===== src/ppb_regs.svh =====
// Register offsets, reset values and widths of the parallel port bank
`ifndef PPB_REGS_SVH
`define PPB_REGS_SVH

`define PPB_OFS_P1_OUT_LATCH 6'h01
`define PPB_OFS_P2_OUT_LATCH 6'h02
`define PPB_OFS_P3_OUT_LATCH 6'h03
`define PPB_OFS_P3_DRIVE_TYPE 6'h04
`define PPB_OFS_P1_PIN_LEVEL 6'h08
`define PPB_OFS_P2_PIN_LEVEL 6'h09
`define PPB_OFS_P3_PIN_LEVEL 6'h0a
`define PPB_OFS_P1_SEG_SELECT 6'h29

`define PPB_RST_P1_OUT_LATCH 8'hff
`define PPB_RST_P1_SEG_SELECT 8'h00
`define PPB_RST_P2_OUT_LATCH 3'h7
`define PPB_RST_P3_OUT_LATCH 4'hf
`define PPB_RST_P3_DRIVE_TYPE 4'h0
`define PPB_RST_PIN_LEVEL_P1 8'hff
`define PPB_RST_PIN_LEVEL_P2 3'h7
`define PPB_RST_PIN_LEVEL_P3 4'hf

`define PPB_UNMAPPED_DATA 8'h00
`define PPB_P2_HIGH_FILL 5'h00
`define PPB_P3_HIGH_FILL 4'h0

`endif


===== src/ppb_pkg.sv =====
// Types shared by the parallel port bank
package ppb_pkg;
    typedef logic [5:0] ppb_addr_t;
    typedef logic [7:0] ppb_byte_t;
    typedef logic [2:0] ppb_p2_t;
    typedef logic [3:0] ppb_p3_t;
endpackage


===== src/ppb_sync.sv =====
// Three-stage pin synchroniser that accepts a level once stages two and three agree
`timescale 1ns/10ps
module ppb_sync #(
    parameter int W = 8,
    parameter logic [W-1:0] INIT = '1
) (
    // Clock and reset
    input wire logic sys_clk_i,
    input wire logic rstn_i,
    // Asynchronous pin levels in, accepted levels out
    input wire logic [W-1:0] pin_i,
    output logic [W-1:0] level_o
);
    logic [W-1:0] s1_r;
    logic [W-1:0] s2_r;
    logic [W-1:0] s3_r;
    logic [W-1:0] level_nxt;

    // Stage one feeds stage two only; the agreement check filters a late flip
    always_comb begin
        level_nxt = level_o;
        for (int i = 0; i < W; i++) begin
            if (s2_r[i] == s3_r[i]) begin
                level_nxt[i] = s3_r[i];
            end
        end
    end

    always_ff @(posedge sys_clk_i) begin
        if (!rstn_i) begin
            s1_r <= INIT;
            s2_r <= INIT;
            s3_r <= INIT;
            level_o <= INIT;
        end else begin
            s1_r <= pin_i;
            s2_r <= s1_r;
            s3_r <= s2_r;
            level_o <= level_nxt;
        end
    end
endmodule


===== src/ppb_top.sv =====
// Parallel port bank: 8-bit port 1, 3-bit port 2 and 4-bit port 3 with their registers
`timescale 1ns/10ps
`include "ppb_regs.svh"
module ppb_top (
    // Clock and reset
    input wire logic sys_clk_i,
    input wire logic rstn_i,
    // CPU register bus
    input wire ppb_pkg::ppb_addr_t bus_addr_i,
    input wire ppb_pkg::ppb_byte_t bus_wdata_i,
    input wire logic bus_wr_s2_i,
    input wire logic bus_rd_s1_i,
    output ppb_pkg::ppb_byte_t bus_rdata_o,
    // Port 1 pins and shared functions
    input wire ppb_pkg::ppb_byte_t p1_pin_i,
    output ppb_pkg::ppb_byte_t p1_pin_o,
    output ppb_pkg::ppb_byte_t p1_pin_oe_o,
    input wire ppb_pkg::ppb_byte_t p1_seg_data_i,
    input wire ppb_pkg::ppb_byte_t p1_alt_out_i,
    output ppb_pkg::ppb_byte_t p1_level_o,
    // Port 2 pins, oscillator and stop control
    input wire ppb_pkg::ppb_p2_t p2_pin_i,
    output ppb_pkg::ppb_p2_t p2_pin_o,
    output ppb_pkg::ppb_p2_t p2_pin_oe_o,
    input wire ppb_pkg::ppb_p2_t p2_alt_out_i,
    input wire logic dual_clock_mode_i,
    input wire logic stop_mode_i,
    input wire logic stop_output_enable_i,
    output ppb_pkg::ppb_p2_t p2_level_o,
    output logic ext_int_fall_o,
    // Port 3 pins and shared functions
    input wire ppb_pkg::ppb_p3_t p3_pin_i,
    output ppb_pkg::ppb_p3_t p3_pin_o,
    output ppb_pkg::ppb_p3_t p3_pin_oe_o,
    input wire ppb_pkg::ppb_p3_t p3_alt_out_i,
    output ppb_pkg::ppb_p3_t p3_level_o
);
    import ppb_pkg::*;

    ppb_byte_t port1_out_latch_r, port1_out_latch_nxt;
    ppb_byte_t port1_segment_select_r, port1_segment_select_nxt;
    ppb_p2_t port2_out_latch_r, port2_out_latch_nxt;
    ppb_p3_t port3_out_latch_r, port3_out_latch_nxt;
    ppb_p3_t port3_drive_type_r, port3_drive_type_nxt;
    ppb_byte_t rdata_nxt;
    ppb_byte_t p1_pin_nxt, p1_oe_nxt;
    ppb_p2_t p2_pin_nxt, p2_oe_nxt;
    ppb_p3_t p3_pin_nxt, p3_oe_nxt;
    logic p2_bit0_prev_r;
    logic ext_int_fall_nxt;
    logic stop_float;

    ppb_byte_t p1_sync;
    ppb_p2_t p2_sync;
    ppb_p3_t p3_sync;

    // Pins are live and unlatched; only the synchroniser stands before them
    ppb_sync #(.W(8), .INIT(`PPB_RST_PIN_LEVEL_P1)) u_p1_sync (
        .sys_clk_i(sys_clk_i),
        .rstn_i(rstn_i),
        .pin_i(p1_pin_i),
        .level_o(p1_sync)
    );
    ppb_sync #(.W(3), .INIT(`PPB_RST_PIN_LEVEL_P2)) u_p2_sync (
        .sys_clk_i(sys_clk_i),
        .rstn_i(rstn_i),
        .pin_i(p2_pin_i),
        .level_o(p2_sync)
    );
    ppb_sync #(.W(4), .INIT(`PPB_RST_PIN_LEVEL_P3)) u_p3_sync (
        .sys_clk_i(sys_clk_i),
        .rstn_i(rstn_i),
        .pin_i(p3_pin_i),
        .level_o(p3_sync)
    );

    // Register writes, applied on the S2 strobe
    always_comb begin
        port1_out_latch_nxt = port1_out_latch_r;
        port1_segment_select_nxt = port1_segment_select_r;
        port2_out_latch_nxt = port2_out_latch_r;
        port3_out_latch_nxt = port3_out_latch_r;
        port3_drive_type_nxt = port3_drive_type_r;
        if (bus_wr_s2_i) begin
            case (bus_addr_i)
                `PPB_OFS_P1_OUT_LATCH: port1_out_latch_nxt = bus_wdata_i;
                `PPB_OFS_P1_SEG_SELECT: port1_segment_select_nxt = bus_wdata_i;
                `PPB_OFS_P2_OUT_LATCH: port2_out_latch_nxt = bus_wdata_i[2:0];
                `PPB_OFS_P3_OUT_LATCH: port3_out_latch_nxt = bus_wdata_i[3:0];
                `PPB_OFS_P3_DRIVE_TYPE: port3_drive_type_nxt = bus_wdata_i[3:0];
                default: ;
            endcase
        end
    end

    always_ff @(posedge sys_clk_i) begin
        if (!rstn_i) begin
            port1_out_latch_r <= `PPB_RST_P1_OUT_LATCH;
            port1_segment_select_r <= `PPB_RST_P1_SEG_SELECT;
            port2_out_latch_r <= `PPB_RST_P2_OUT_LATCH;
            port3_out_latch_r <= `PPB_RST_P3_OUT_LATCH;
            port3_drive_type_r <= `PPB_RST_P3_DRIVE_TYPE;
        end else begin
            port1_out_latch_r <= port1_out_latch_nxt;
            port1_segment_select_r <= port1_segment_select_nxt;
            port2_out_latch_r <= port2_out_latch_nxt;
            port3_out_latch_r <= port3_out_latch_nxt;
            port3_drive_type_r <= port3_drive_type_nxt;
        end
    end

    // Register reads; pin levels are captured on the S1 strobe and held
    always_comb begin
        rdata_nxt = bus_rdata_o;
        if (bus_rd_s1_i) begin
            case (bus_addr_i)
                `PPB_OFS_P1_OUT_LATCH: rdata_nxt = port1_out_latch_r;
                `PPB_OFS_P1_SEG_SELECT: rdata_nxt = port1_segment_select_r;
                `PPB_OFS_P2_OUT_LATCH: rdata_nxt = {`PPB_P2_HIGH_FILL, port2_out_latch_r};
                `PPB_OFS_P3_OUT_LATCH: rdata_nxt = {`PPB_P3_HIGH_FILL, port3_out_latch_r};
                `PPB_OFS_P3_DRIVE_TYPE: rdata_nxt = {`PPB_P3_HIGH_FILL, port3_drive_type_r};
                // Segment bits read whatever the segment driver puts on the pin
                `PPB_OFS_P1_PIN_LEVEL: rdata_nxt = p1_sync;
                `PPB_OFS_P2_PIN_LEVEL: rdata_nxt = {`PPB_P2_HIGH_FILL, p2_sync};
                `PPB_OFS_P3_PIN_LEVEL: rdata_nxt = {`PPB_P3_HIGH_FILL, p3_sync};
                default: rdata_nxt = `PPB_UNMAPPED_DATA;
            endcase
        end
    end

    always_ff @(posedge sys_clk_i) begin
        if (!rstn_i) begin
            bus_rdata_o <= `PPB_UNMAPPED_DATA;
        end else begin
            bus_rdata_o <= rdata_nxt;
        end
    end

    // Pin drive; port functions sink only, except segment bits and push-pull port 3 bits, so a latch of 1 lets the pin be read
    always_comb begin
        stop_float = stop_mode_i && !stop_output_enable_i;
        for (int i = 0; i < 8; i++) begin
            if (port1_segment_select_r[i]) begin
                p1_pin_nxt[i] = p1_seg_data_i[i];
                p1_oe_nxt[i] = 1'b1;
            end else begin
                p1_pin_nxt[i] = port1_out_latch_r[i] & p1_alt_out_i[i];
                p1_oe_nxt[i] = !p1_pin_nxt[i];
            end
            if (stop_float) begin
                p1_oe_nxt[i] = 1'b0;
            end
        end
        for (int i = 0; i < 3; i++) begin
            p2_pin_nxt[i] = port2_out_latch_r[i] & p2_alt_out_i[i];
            p2_oe_nxt[i] = !p2_pin_nxt[i] && !stop_float;
        end
        if (dual_clock_mode_i) begin
            p2_oe_nxt[2:1] = 2'b00;
        end
        if (stop_mode_i) begin
            p2_oe_nxt[0] = 1'b0;
        end
        for (int i = 0; i < 4; i++) begin
            p3_pin_nxt[i] = port3_out_latch_r[i] & p3_alt_out_i[i];
            p3_oe_nxt[i] = (port3_drive_type_r[i] || !p3_pin_nxt[i]) && !stop_float;
        end
    end

    // Falling edge taken from the pin itself, so a driven low also counts
    always_comb begin
        ext_int_fall_nxt = p2_bit0_prev_r && !p2_sync[0];
    end

    always_ff @(posedge sys_clk_i) begin
        if (!rstn_i) begin
            p1_pin_o <= `PPB_RST_P1_OUT_LATCH;
            p1_pin_oe_o <= 8'h00;
            p2_pin_o <= `PPB_RST_P2_OUT_LATCH;
            p2_pin_oe_o <= 3'h0;
            p3_pin_o <= `PPB_RST_P3_OUT_LATCH;
            p3_pin_oe_o <= 4'h0;
            p1_level_o <= `PPB_RST_PIN_LEVEL_P1;
            p2_level_o <= `PPB_RST_PIN_LEVEL_P2;
            p3_level_o <= `PPB_RST_PIN_LEVEL_P3;
            p2_bit0_prev_r <= 1'b1;
            ext_int_fall_o <= 1'b0;
        end else begin
            p1_pin_o <= p1_pin_nxt;
            p1_pin_oe_o <= p1_oe_nxt;
            p2_pin_o <= p2_pin_nxt;
            p2_pin_oe_o <= p2_oe_nxt;
            p3_pin_o <= p3_pin_nxt;
            p3_pin_oe_o <= p3_oe_nxt;
            p1_level_o <= p1_sync;
            p2_level_o <= p2_sync;
            p3_level_o <= p3_sync;
            p2_bit0_prev_r <= p2_sync[0];
            ext_int_fall_o <= ext_int_fall_nxt;
        end
    end

    // Checks
    p1_reset_ones_a: assert property (@(posedge sys_clk_i)
        $rose(rstn_i) |-> port1_out_latch_r == 8'hff && port2_out_latch_r == 3'h7)
        else $error("Port latches not all ones after reset");
    p3_reset_od_a: assert property (@(posedge sys_clk_i)
        $rose(rstn_i) |-> port3_out_latch_r == 4'hf && port3_drive_type_r == 4'h0 && p3_pin_oe_o == 4'h0)
        else $error("Port 3 not open drain high after reset");
    p1_write_s2_a: assert property (@(posedge sys_clk_i) disable iff (!rstn_i)
        bus_wr_s2_i && bus_addr_i == 6'h01 && !stop_float && port1_segment_select_r == 8'h00
        && p1_alt_out_i == 8'hff ##1 p1_alt_out_i == 8'hff && !stop_float && port1_segment_select_r == 8'h00
        |=> p1_pin_o == $past(bus_wdata_i, 2))
        else $error("Port 1 pin did not follow the written latch");
    p1_segment_route_a: assert property (@(posedge sys_clk_i) disable iff (!rstn_i)
        port1_segment_select_r[0] && !stop_float |=> p1_pin_o[0] == $past(p1_seg_data_i[0]) && p1_pin_oe_o[0])
        else $error("Segment data not routed to port 1 pin");
    p2_stop_float_a: assert property (@(posedge sys_clk_i) disable iff (!rstn_i)
        stop_mode_i && stop_output_enable_i |=> !p2_pin_oe_o[0])
        else $error("Port 2 bit 0 driven in stop mode");
    p2_osc_pins_a: assert property (@(posedge sys_clk_i) disable iff (!rstn_i)
        dual_clock_mode_i |=> p2_pin_oe_o[2:1] == 2'b00)
        else $error("Oscillator pins driven in dual clock mode");
    p2_fall_int_a: assert property (@(posedge sys_clk_i) disable iff (!rstn_i)
        p2_sync[0] ##1 !p2_sync[0] |=> ext_int_fall_o ##1 !ext_int_fall_o)
        else $error("Port 2 bit 0 fall not flagged once");
    p3_drive_type_a: assert property (@(posedge sys_clk_i) disable iff (!rstn_i)
        !stop_float && port3_drive_type_r[0] == 1'b0 && p3_pin_nxt[0] |=> !p3_pin_oe_o[0])
        else $error("Open drain bit drove a high level");
    p3_push_pull_a: assert property (@(posedge sys_clk_i) disable iff (!rstn_i)
        !stop_float && port3_drive_type_r[1] |=> p3_pin_oe_o[1])
        else $error("Push-pull bit not driven");
    p2_read_high_a: assert property (@(posedge sys_clk_i) disable iff (!rstn_i)
        bus_rd_s1_i && bus_addr_i == 6'h09 |=> bus_rdata_o[7:3] == 5'h00 && bus_rdata_o[2:0] == $past(p2_sync))
        else $error("Port 2 pin read wrong");
    p3_read_pins_a: assert property (@(posedge sys_clk_i) disable iff (!rstn_i)
        bus_rd_s1_i && bus_addr_i == 6'h0a |=> bus_rdata_o == {4'h0, $past(p3_sync)})
        else $error("Port 3 pin read not sampled at S1");
    latch_readback_a: assert property (@(posedge sys_clk_i) disable iff (!rstn_i)
        bus_wr_s2_i && bus_addr_i == 6'h03 ##1 bus_rd_s1_i && bus_addr_i == 6'h03 && !bus_wr_s2_i
        |=> bus_rdata_o[3:0] == $past(bus_wdata_i[3:0], 2))
        else $error("Port 3 latch readback wrong");
endmodule


===== config.mk =====
export PLATFORM = sky130hd
export DESIGN_NAME = ppb_top
export DESIGN_NICKNAME = d
export VERILOG_FILES = /design/src/ppb_pkg.sv /design/src/ppb_sync.sv /design/src/ppb_top.sv
export VERILOG_INCLUDE_DIRS = /design/src
export SDC_FILE = /design/constraint.sdc
export NUM_CORES = 1
export LEC_CHECK = 0
export BUFFER_PORTS_ARGS = -buffer_cell sky130_fd_sc_hd__buf_4
export CAP_MARGIN = 10
export CORE_UTILIZATION = 40
export DETAILED_ROUTE_END_ITERATION = 10
export SETUP_SLACK_MARGIN = 0.15
export SYNTH_ARGS = -nofsm -noshare
export SYNTH_HDL_FRONTEND = slang
export SYNTH_SLANG_ARGS = --single-unit

===== constraint.sdc =====
create_clock -name sys_clk_i -period 2.5 [get_ports sys_clk_i]
set_input_delay 0.25 -clock sys_clk_i [delete_from_list [all_inputs] [get_ports sys_clk_i]]
set_output_delay 0.25 -clock sys_clk_i [all_outputs]
set_load 0.02 [all_outputs]

Word-level counts from Yosys, hierarchy flattened
Index checks and enable logic that the tools add are counted.

Equality and inequality tests: 23. Multiplexer cells: 17. Bitwise logic cells: 16. Reductions and logical operators: 39.

Operator list (number): $pmux W8 S8 (1); $eq A6 B4 Y1 const B (3); $logic_not A1 Y1 (18); $mux W1 (16); $and A1 B1 Y1 (15); $eq A1 B1 Y1 (15); $eq A6 B2 Y1 const B (2); $reduce_and A2 Y1 (5); $logic_and A1 B1 Y1 (9); $eq A6 B1 Y1 const B (1); $eq A6 B3 Y1 const B (1); $eq A6 B6 Y1 const B (1); $reduce_or A2 Y1 (3); $logic_or A1 B1 Y1 (4); $not A1 Y1 (1).

Flip-flop bits (word level): 142. Input bits: 59. Output and inout port bits: 54. Logic and storage cells: 137.

Depth between registers and ports, before layout
Gate-level depths: netlist (run 1).

Depth after elaboration: 4. Mapped depth: 6. Mapped depth without buffers: 4.

Hierarchy
Synthesis (run 1) repeated with hierarchy kept, for this count alone.

Cell total of the unflattened synthesis: 485. Area, all modules: 4785.8 µm².

By module, submodules not included: ppb_top (instances 1, cells an instance 330, area an instance 3040.4 µm², seq. area each 1621.6 µm²); ppb_sync at u_p1_sync (instances 1, cells an instance 83, area an instance 917.1 µm², seq. area each 640.6 µm²); ppb_sync at u_p3_sync (instances 1, cells an instance 41, area an instance 465.4 µm², seq. area each 320.3 µm²); ppb_sync at u_p2_sync (instances 1, cells an instance 31, area an instance 362.8 µm², seq. area each 240.2 µm²).

Worst setup path before layout (run 1)
Ideal clock, no wire load.

Path kind: input port to flip-flop. Start: in bus_addr_i[0]. End: reg port3_drive_type_r[0]. Setup time: 0.117 ns. Data arrival time: 1.450 ns. Required time: 2.383 ns. Setup slack: 0.933 ns. Cell stages on the path: 4. Path buffers: 0. Path through: or4b_4 or4b_4 nand2_1 a21boi_1.

Cells in the longest elaborated chain, start to end: 2.

Ends and longest elaborated chain: from (decl) (line ppb_top.sv:9) `input wire ppb_pkg::ppb_addr_t bus_addr_i,`; $eq A6 B3 Y1 (line ppb_top.sv:85) `case (bus_addr_i)`; $reduce_and A2 Y1 (no source line); to (signal assigned) (line ppb_top.sv:102) `` port3_drive_type_r <= `PPB_RST_P3_DRIVE_TYPE; ``; to (signal assigned) (line ppb_top.sv:108) `port3_drive_type_r <= port3_drive_type_nxt;`; to (decl) (line ppb_top.sv:44) `ppb_p3_t port3_drive_type_r, port3_drive_type_nxt;`.

No other way between the ends. A chain may end at the register's enable or synchronous reset.

Final worst setup path (run 1)
Start: in stop_mode_i. End: reg p1_pin_oe_o[7].

Cells in the longest elaborated chain, start to end: 2.

Ends and longest elaborated chain: from (decl) (line ppb_top.sv:27) `input wire logic stop_mode_i,`; $logic_and A1 B1 Y1 (line ppb_top.sv:141) `stop_float = stop_mode_i && !stop_output_enable_i;`; $reduce_or A2 Y1 (no source line); to (signal assigned) (line ppb_top.sv:190) `p1_pin_oe_o <= p1_oe_nxt;`; to (decl) (line ppb_top.sv:17) `output ppb_pkg::ppb_byte_t p1_pin_oe_o,`.

No other way between the ends.

==> results of run 1 <==
==> flip-flops by register name, indices dropped and copies added (netlist names), 8 cells and up <==
| register | cells |
|---|---|
| bus_rdata_o | 8 |
| p1_level_o | 8 |
| p1_pin_o | 8 |
| p1_pin_oe_o | 8 |
| port1_out_latch_r | 8 |
| port1_segment_select_r | 8 |
| u_p1_sync.level_o | 8 |
| u_p1_sync.s1_r | 8 |
| u_p1_sync.s2_r | 8 |
| u_p1_sync.s3_r | 8 |
==> repair_timing <==
item | 4_1_cts | 5_1_grt
endpoints found under the hold margin | 4 | 1
setup endpoints to repair | 0 | 0
hold buffers | 3 | 1
==> metal layers <==
metal / vias up / global-route usage (%) / routed length, um
li1: 1874 / - / -
met5: - / 0 / 0
met1: 1714 / 23.6 / 4880
met2: 104 / 27.3 / 4950
met3: 7 / 4.61 / 455
met4: 0 / 7.82 / 71
==> per-stage QoR <==
| step | cell area [sq um] | power (W) | hold slack, ns |
|---|---|---|---|
| 3_5_place_dp | 5670 | 0.00268 | 0.392 |
| 6_report | 6330 | 0.00523 | -0.00117 |
| 5_1_grt | 6330 | 0.00542 | 0.000838 |
| 4_1_cts | 6320 | 0.00528 | 0.000176 |
| 2_1_floorplan | 4710 | 0.00252 | 0.322 |
| 3_3_place_gp | 5670 | 0.00267 | 0.389 |
==> layout by cell type (no fill, tap or decap), types with 2 or more instances in the layout <==
| cell type | n |
|---|---|
| nor2_1 | 41 |
| o2bb2ai_1 | 6 |
| nor2b_1 | 4 |
| a221oi_1 | 4 |
| dfxtp_1 | 141 |
| and3_1 | 5 |
| clkbuf_16 | 17 |
| nand2_1 | 73 |
| a21boi_0 | 8 |
| buf_4 | 118 |
| clkinvlp_4 | 4 |
| inv_6 | 5 |
| a222oi_1 | 4 |
| a21oi_1 | 23 |
| or4b_4 | 2 |
| nand2b_1 | 60 |
| bufinv_16 | 3 |
| nor3_1 | 2 |
| clkinv_4 | 2 |
| a22oi_1 | 7 |
| a21boi_1 | 4 |
| nand3_1 | 23 |
| inv_1 | 4 |
| nor3b_1 | 2 |
| o21ai_0 | 15 |
| mux2i_1 | 14 |
| o21ai_1 | 5 |
| dlygate4sd3_1 | 4 |
==> final cells by class <==
class	count	share of cell area, %
inverter	4	0.237
tap	143	2.82
clock inverter	14	2.86
clock buffer	18	6.93
multi-input combinational	315	28.0
sequential	141	44.6
timing repair buffer	122	14.6
==> critical path: cells and delay by family <==
kind | cells | cell delay, ns
AO/OA/AOI/OAI | 1 | 0.83
buffers and inverters | 3 | 0.67
AND/OR/NAND/NOR | 1 | 0.10
==> cells by family after synthesis <==
| logic type | count (synthesis) | share of synthesized area, % |
|---|---|---|
| AOI/OAI and AO/OA | 81 | 11.3 |
| DFF | 141 | 59.9 |
| buffers and inverters | 29 | 2.50 |
| muxes | 15 | 3.21 |
| and+or+nand+nor | 219 | 23.1 |
==> power by group through the flow <==
stage          registers [W]  clock network (W)  logic, W
2_1_floorplan        0.00241                  0  0.000116
3_3_place_gp         0.00237                  0  0.000295
3_5_place_dp         0.00238                  0  0.000299
4_1_cts              0.00233            0.00265  0.000303
5_1_grt              0.00233            0.00276  0.000331
6_report             0.00233            0.00260  0.000301
==> path summary, 6_finish.rpt <==
| check | endpoint | slack, ns |
|---|---|---|
| worst max register to register | bus_rdata_o[2] | 1.40 |
| worst min-delay path | u_p3_sync.s1_r[0] | -0.001 |
| worst min register to register | u_p3_sync.s2_r[2] | 0.41 |
| worst max-delay path | p1_pin_oe_o[7] | 0.91 |
==> impl_metrics.ini, run 1 <==
[worst_setup_path]
worstSetupPathType = input port to flip-flop
rr_worst_depth = 4
rr_startpoint = u_p3_sync.level_o[2]
worst_setup_path_start_kind = input port
path_max_fanout = 14
cp_slowest_cell = o21ai_1
crit_arrival_ns = 1.85
critPathLaunch = stop_mode_i
path_cells = dlygate4sd3_1, buf_4, inv_1, o21ai_1, nor2_1
endpoint_kind = flip-flop
max_stage_delay_ns = 0.83
cp.required_ns = 2.76

[die]
die_area_sq_um = 12200
start_util_pct = 41.1
die_h_um = 111
coreArea_sq_um = 11500
num_io_pins = 113
die_w_um = 111
rows = 39

[sta]
hold_violations = 3
post-route-period-util_pct = 63.7
tns_ns = 0
maxSlewHeadroom_pct = 27.8
worst_slew_pin_slew_ns = 1.08
max_freq_ghz = 0.628
fin_skew_ns = 0.0193
rsz0062_at_grt = no
fin_ws_ns = 0.908
setup_viol = 0
slew_violations = 0
hold_ws_ns = -0.00117
period_minus_slack_ns = 1.59

[global_route]
grt.total_usage_pct = 17.8
grt_pass1_wl_mm = 17.2
antenna_found_initial = 0
overflow = 0
grt_pass1_vias = 3483
grt_max_degree = 70

[route]
drt_pass1_iterations = 5
ant_nets = 0
drt-total-wl_mm = 10.4
num_vias = 3699
via_per_inst = 4.89
drcViolationCount = 0
wl_per_cell_um = 13.7
dr.first_iter.drc_count = 224

[yosys]
synthArstFlopShare_pct = 0
seq_area_frac_synth_pct = 59.9
yosys_warnings = 0
synth.top_cells.by_count = 141 x dfxtp_1, 73 x nand2_1, 60 x nand2b_1, 41 x nor2_1
synthTopCellsByArea = dfxtp_1 60%, nand2b_1 8.0%, nand2_1 5.8%
synthCells = 485
syn_area_sq_um = 4710
avgSynthCellArea_sq_um = 9.71
ys_ff_latch = 141
ys_types = 38
synth_top_cell_by_area = dfxtp_1
synth_edf_count = 0
yosysMostFrequentCell = dfxtp_1
ys.flop_type = dfxtp_1
synth_top_area_share_pct = 59.9
synth_nets = 544

[power]
ir_drop_uv = 432
p_seq_share_pct = 44.5
combPwrFrac_pct = 5.7
power_frac_clock_pct = 49.8
cellPowerDensity_nw_per_um2 = 826
p_leak_nw = 2.66
internal_power_w = 0.00407
power.switching_fraction_pct = 22.3
power_switching_w = 0.00116

[placed_design]
place_ws_ns = 0.637
gp_congestion = 0.774
portBuffers = 112
dp_hpwl_mm = 7.06
place_inst = 721

[final_layout]
layout.cells.non_filler = 757
drive_above_1_share_pct = 25.4
seq_area_sq_um = 2820
multi_input_area_sq_um = 1770
area_growth_pct = 34.4
n_antenna_cell = 0
final_core_util_pct = 55.2
fin_nets = 660
num-fill-cells = 993

[run]
maxCapViolCount = 0

[cts]
clock_sinks = 141
cts_max_level = 4
clockBufferDepth = 2
clk_pin_slew_ns = 0.06
root_buffer = clkbuf_16
clock_latency_ns = 0.42
numCtsBuffers = 17
cts_resized = 0
cts_tree = done
cts_setup_buffers = 0

[worst_hold_path]
hp-class = input port to flip-flop
hold_start = p3_pin_i[0]
worstHoldPathCells = 2

[status]
violations = hold timing
status = complete, but fails checks
(Power assumes the default switching activity.)
==> run 2, diff against run 1 <==
==> constraint.sdc (replaced) <==
create_clock -name sys_clk_i -period 1.3 [get_ports sys_clk_i]
set_input_delay 0.13 -clock sys_clk_i [delete_from_list [all_inputs] [get_ports sys_clk_i]]
set_output_delay 0.13 -clock sys_clk_i [all_outputs]
set_load 0.02 [all_outputs]
==> run 2 against run 1 <==
Effect of this change:
- the flow now finishes without violations
- setup slack worse by 0.75 ns
- worst hold slack better by 0.027 ns
- wire length is 6.7% higher
- largest cell class unchanged
==> impl_metrics.ini, run 2 (synthesis results as in run 1) <==
[worst_setup_path]
cp_slowest_cell = or4b_4
worstSetupPathType = input port to flip-flop
cpMostUsedCell = or4b_4
cp.required_ns = 1.60
worst_setup_path_start_kind = input port
endpoint_kind = flip-flop
path_max_fanout = 5
crit_arrival_ns = 1.45
max_stage_delay_ns = 0.53
path_cells = buf_4, or4b_4, or4b_4, nand2_1, a21boi_1

[final_layout]
n_antenna_cell = 0
num-fill-cells = 984
final_cell_mix = 142 x buf_4, 141 x dfxtp_1, 73 x nand2_1
drive_above_1_share_pct = 27.8
final_common_cell = buf_4
fin_nets = 725
final_area_sq_um = 7010
area_growth_pct = 48.8
layout.cells.non_filler = 822

[sta]
post-route-period-util_pct = 87.9
rsz0062_at_grt = yes
fin_skew_ns = 0.00558
period_minus_slack_ns = 1.14
hold_ws_ns = 0.0259
max_freq_ghz = 0.875
maxSlewHeadroom_pct = 72.4
setup_viol = 0
worst_slew_pin_slew_ns = 0.413
hold_violations = 0
slew_violations = 0

[die]
num_io_pins = 113
die_area_sq_um = 12200
rows = 39
die_w_um = 111
start_util_pct = 41.1
die_h_um = 111
coreArea_sq_um = 11500

[worst_hold_path]
hp-class = input port to flip-flop

[placed_design]
place_inst = 750
gp_congestion = 0.820
portBuffers = 112
place_area_sq_um = 5920
dp_hpwl_mm = 7.57

[route]
wl_per_cell_um = 13.4
drt-total-wl_mm = 11.1
via_per_inst = 4.88
ant_nets = 0
dr.first_iter.drc_count = 228
drcViolationCount = 0
drt_pass1_iterations = 5
num_vias = 4010

[status]
status = finished, final reports clean

[run]
maxCapViolCount = 0

[global_route]
antenna_found_initial = 0
grt_pass1_wl_mm = 18.6
overflow = 0
use_met3_pct = 4.88
grt_pass1_vias = 3828
grt.total_usage_pct = 19.0
grtUsageMet1_pct = 24.6
grt_max_degree = 55
busiest_layer = met2
grtUsageMet2_pct = 29.5

[cts]
clock_latency_ns = 0.41
numCtsBuffers = 17
cts_tree = done
clockBufferDepth = 2
cts_max_level = 4
clock_sinks = 141
clk_pin_slew_ns = 0.06
root_buffer = clkbuf_16

[power]
p_total_w = 0.0104
cellPowerDensity_nw_per_um2 = 1480
ir_drop_uv = 879
p_leak_nw = 2.99
[run 2: area by class of cell]
type	instances	area [sq um]	area share (%)
clock buffer	19	453	6.46
clock inverter	13	189	2.70
inverter	4	15.0	0.214
multi-input combinational	315	1820	26.0
sequential	141	2820	40.3
tap	143	179	2.55
timing repair buffer	187	1530	21.8
[run 2: repair_timing]
item                                   4_1_cts  5_1_grt
pin swaps                                    2        4
gates cloned                                 0        0
buffers inserted                             0        0
resized for setup                            4        6
endpoints found under the hold margin       51        0
hold buffers                                40        0
setup endpoints to repair                    4       11
[run 2: final timing paths]
check	start	to	slack (ns)	cells after the start
worst max register to register	port3_out_latch_r[1]	bus_rdata_o[1]	0.23	4
worst min-delay path	p1_alt_out_i[7]	p1_pin_oe_o[7]	0.03	4
worst min register to register	u_p1_sync.s1_r[6]	u_p1_sync.s2_r[6]	0.40	1
worst max-delay path	bus_addr_i[0]	port3_drive_type_r[0]	0.16	5
[run 2: metrics by stage]
stage	util, %	setup WS (ns)	setup TNS, ns
after floorplan	-	-0.0999	-0.554
after global placement	51.6	-0.274	-4.88
after detailed placement	51.6	-0.321	-5.62
after CTS	60.9	0.159	0
after global routing	61.1	0.130	0
final	61.1	0.157	0
[run 2: power by group]
part / internal, W / switching [W] / total (W)
Sequential: 0.00444 / 0.0000394 / 0.00448
Clock: 0.00332 / 0.00184 / 0.00516
Combinational: 0.000401 / 0.000338 / 0.000739
Total: 0.00816 / 0.00222 / 0.0104
[run 2: per-layer routing]
layer | vias up | part of all wire [%]
met5 | - | 0
li1 | 2011 | -
met2 | 137 | 45
met4 | 0 | 2.5
met1 | 1838 | 46
met3 | 24 | 6.2
[run 2: critical path: cells and delay by family]
kind | cells | cell delay [ns]
AND/OR/NAND/NOR | 3 | 1.12
buffers and inverters | 1 | 0.14
AO/OA/AOI/OAI | 1 | 0.06
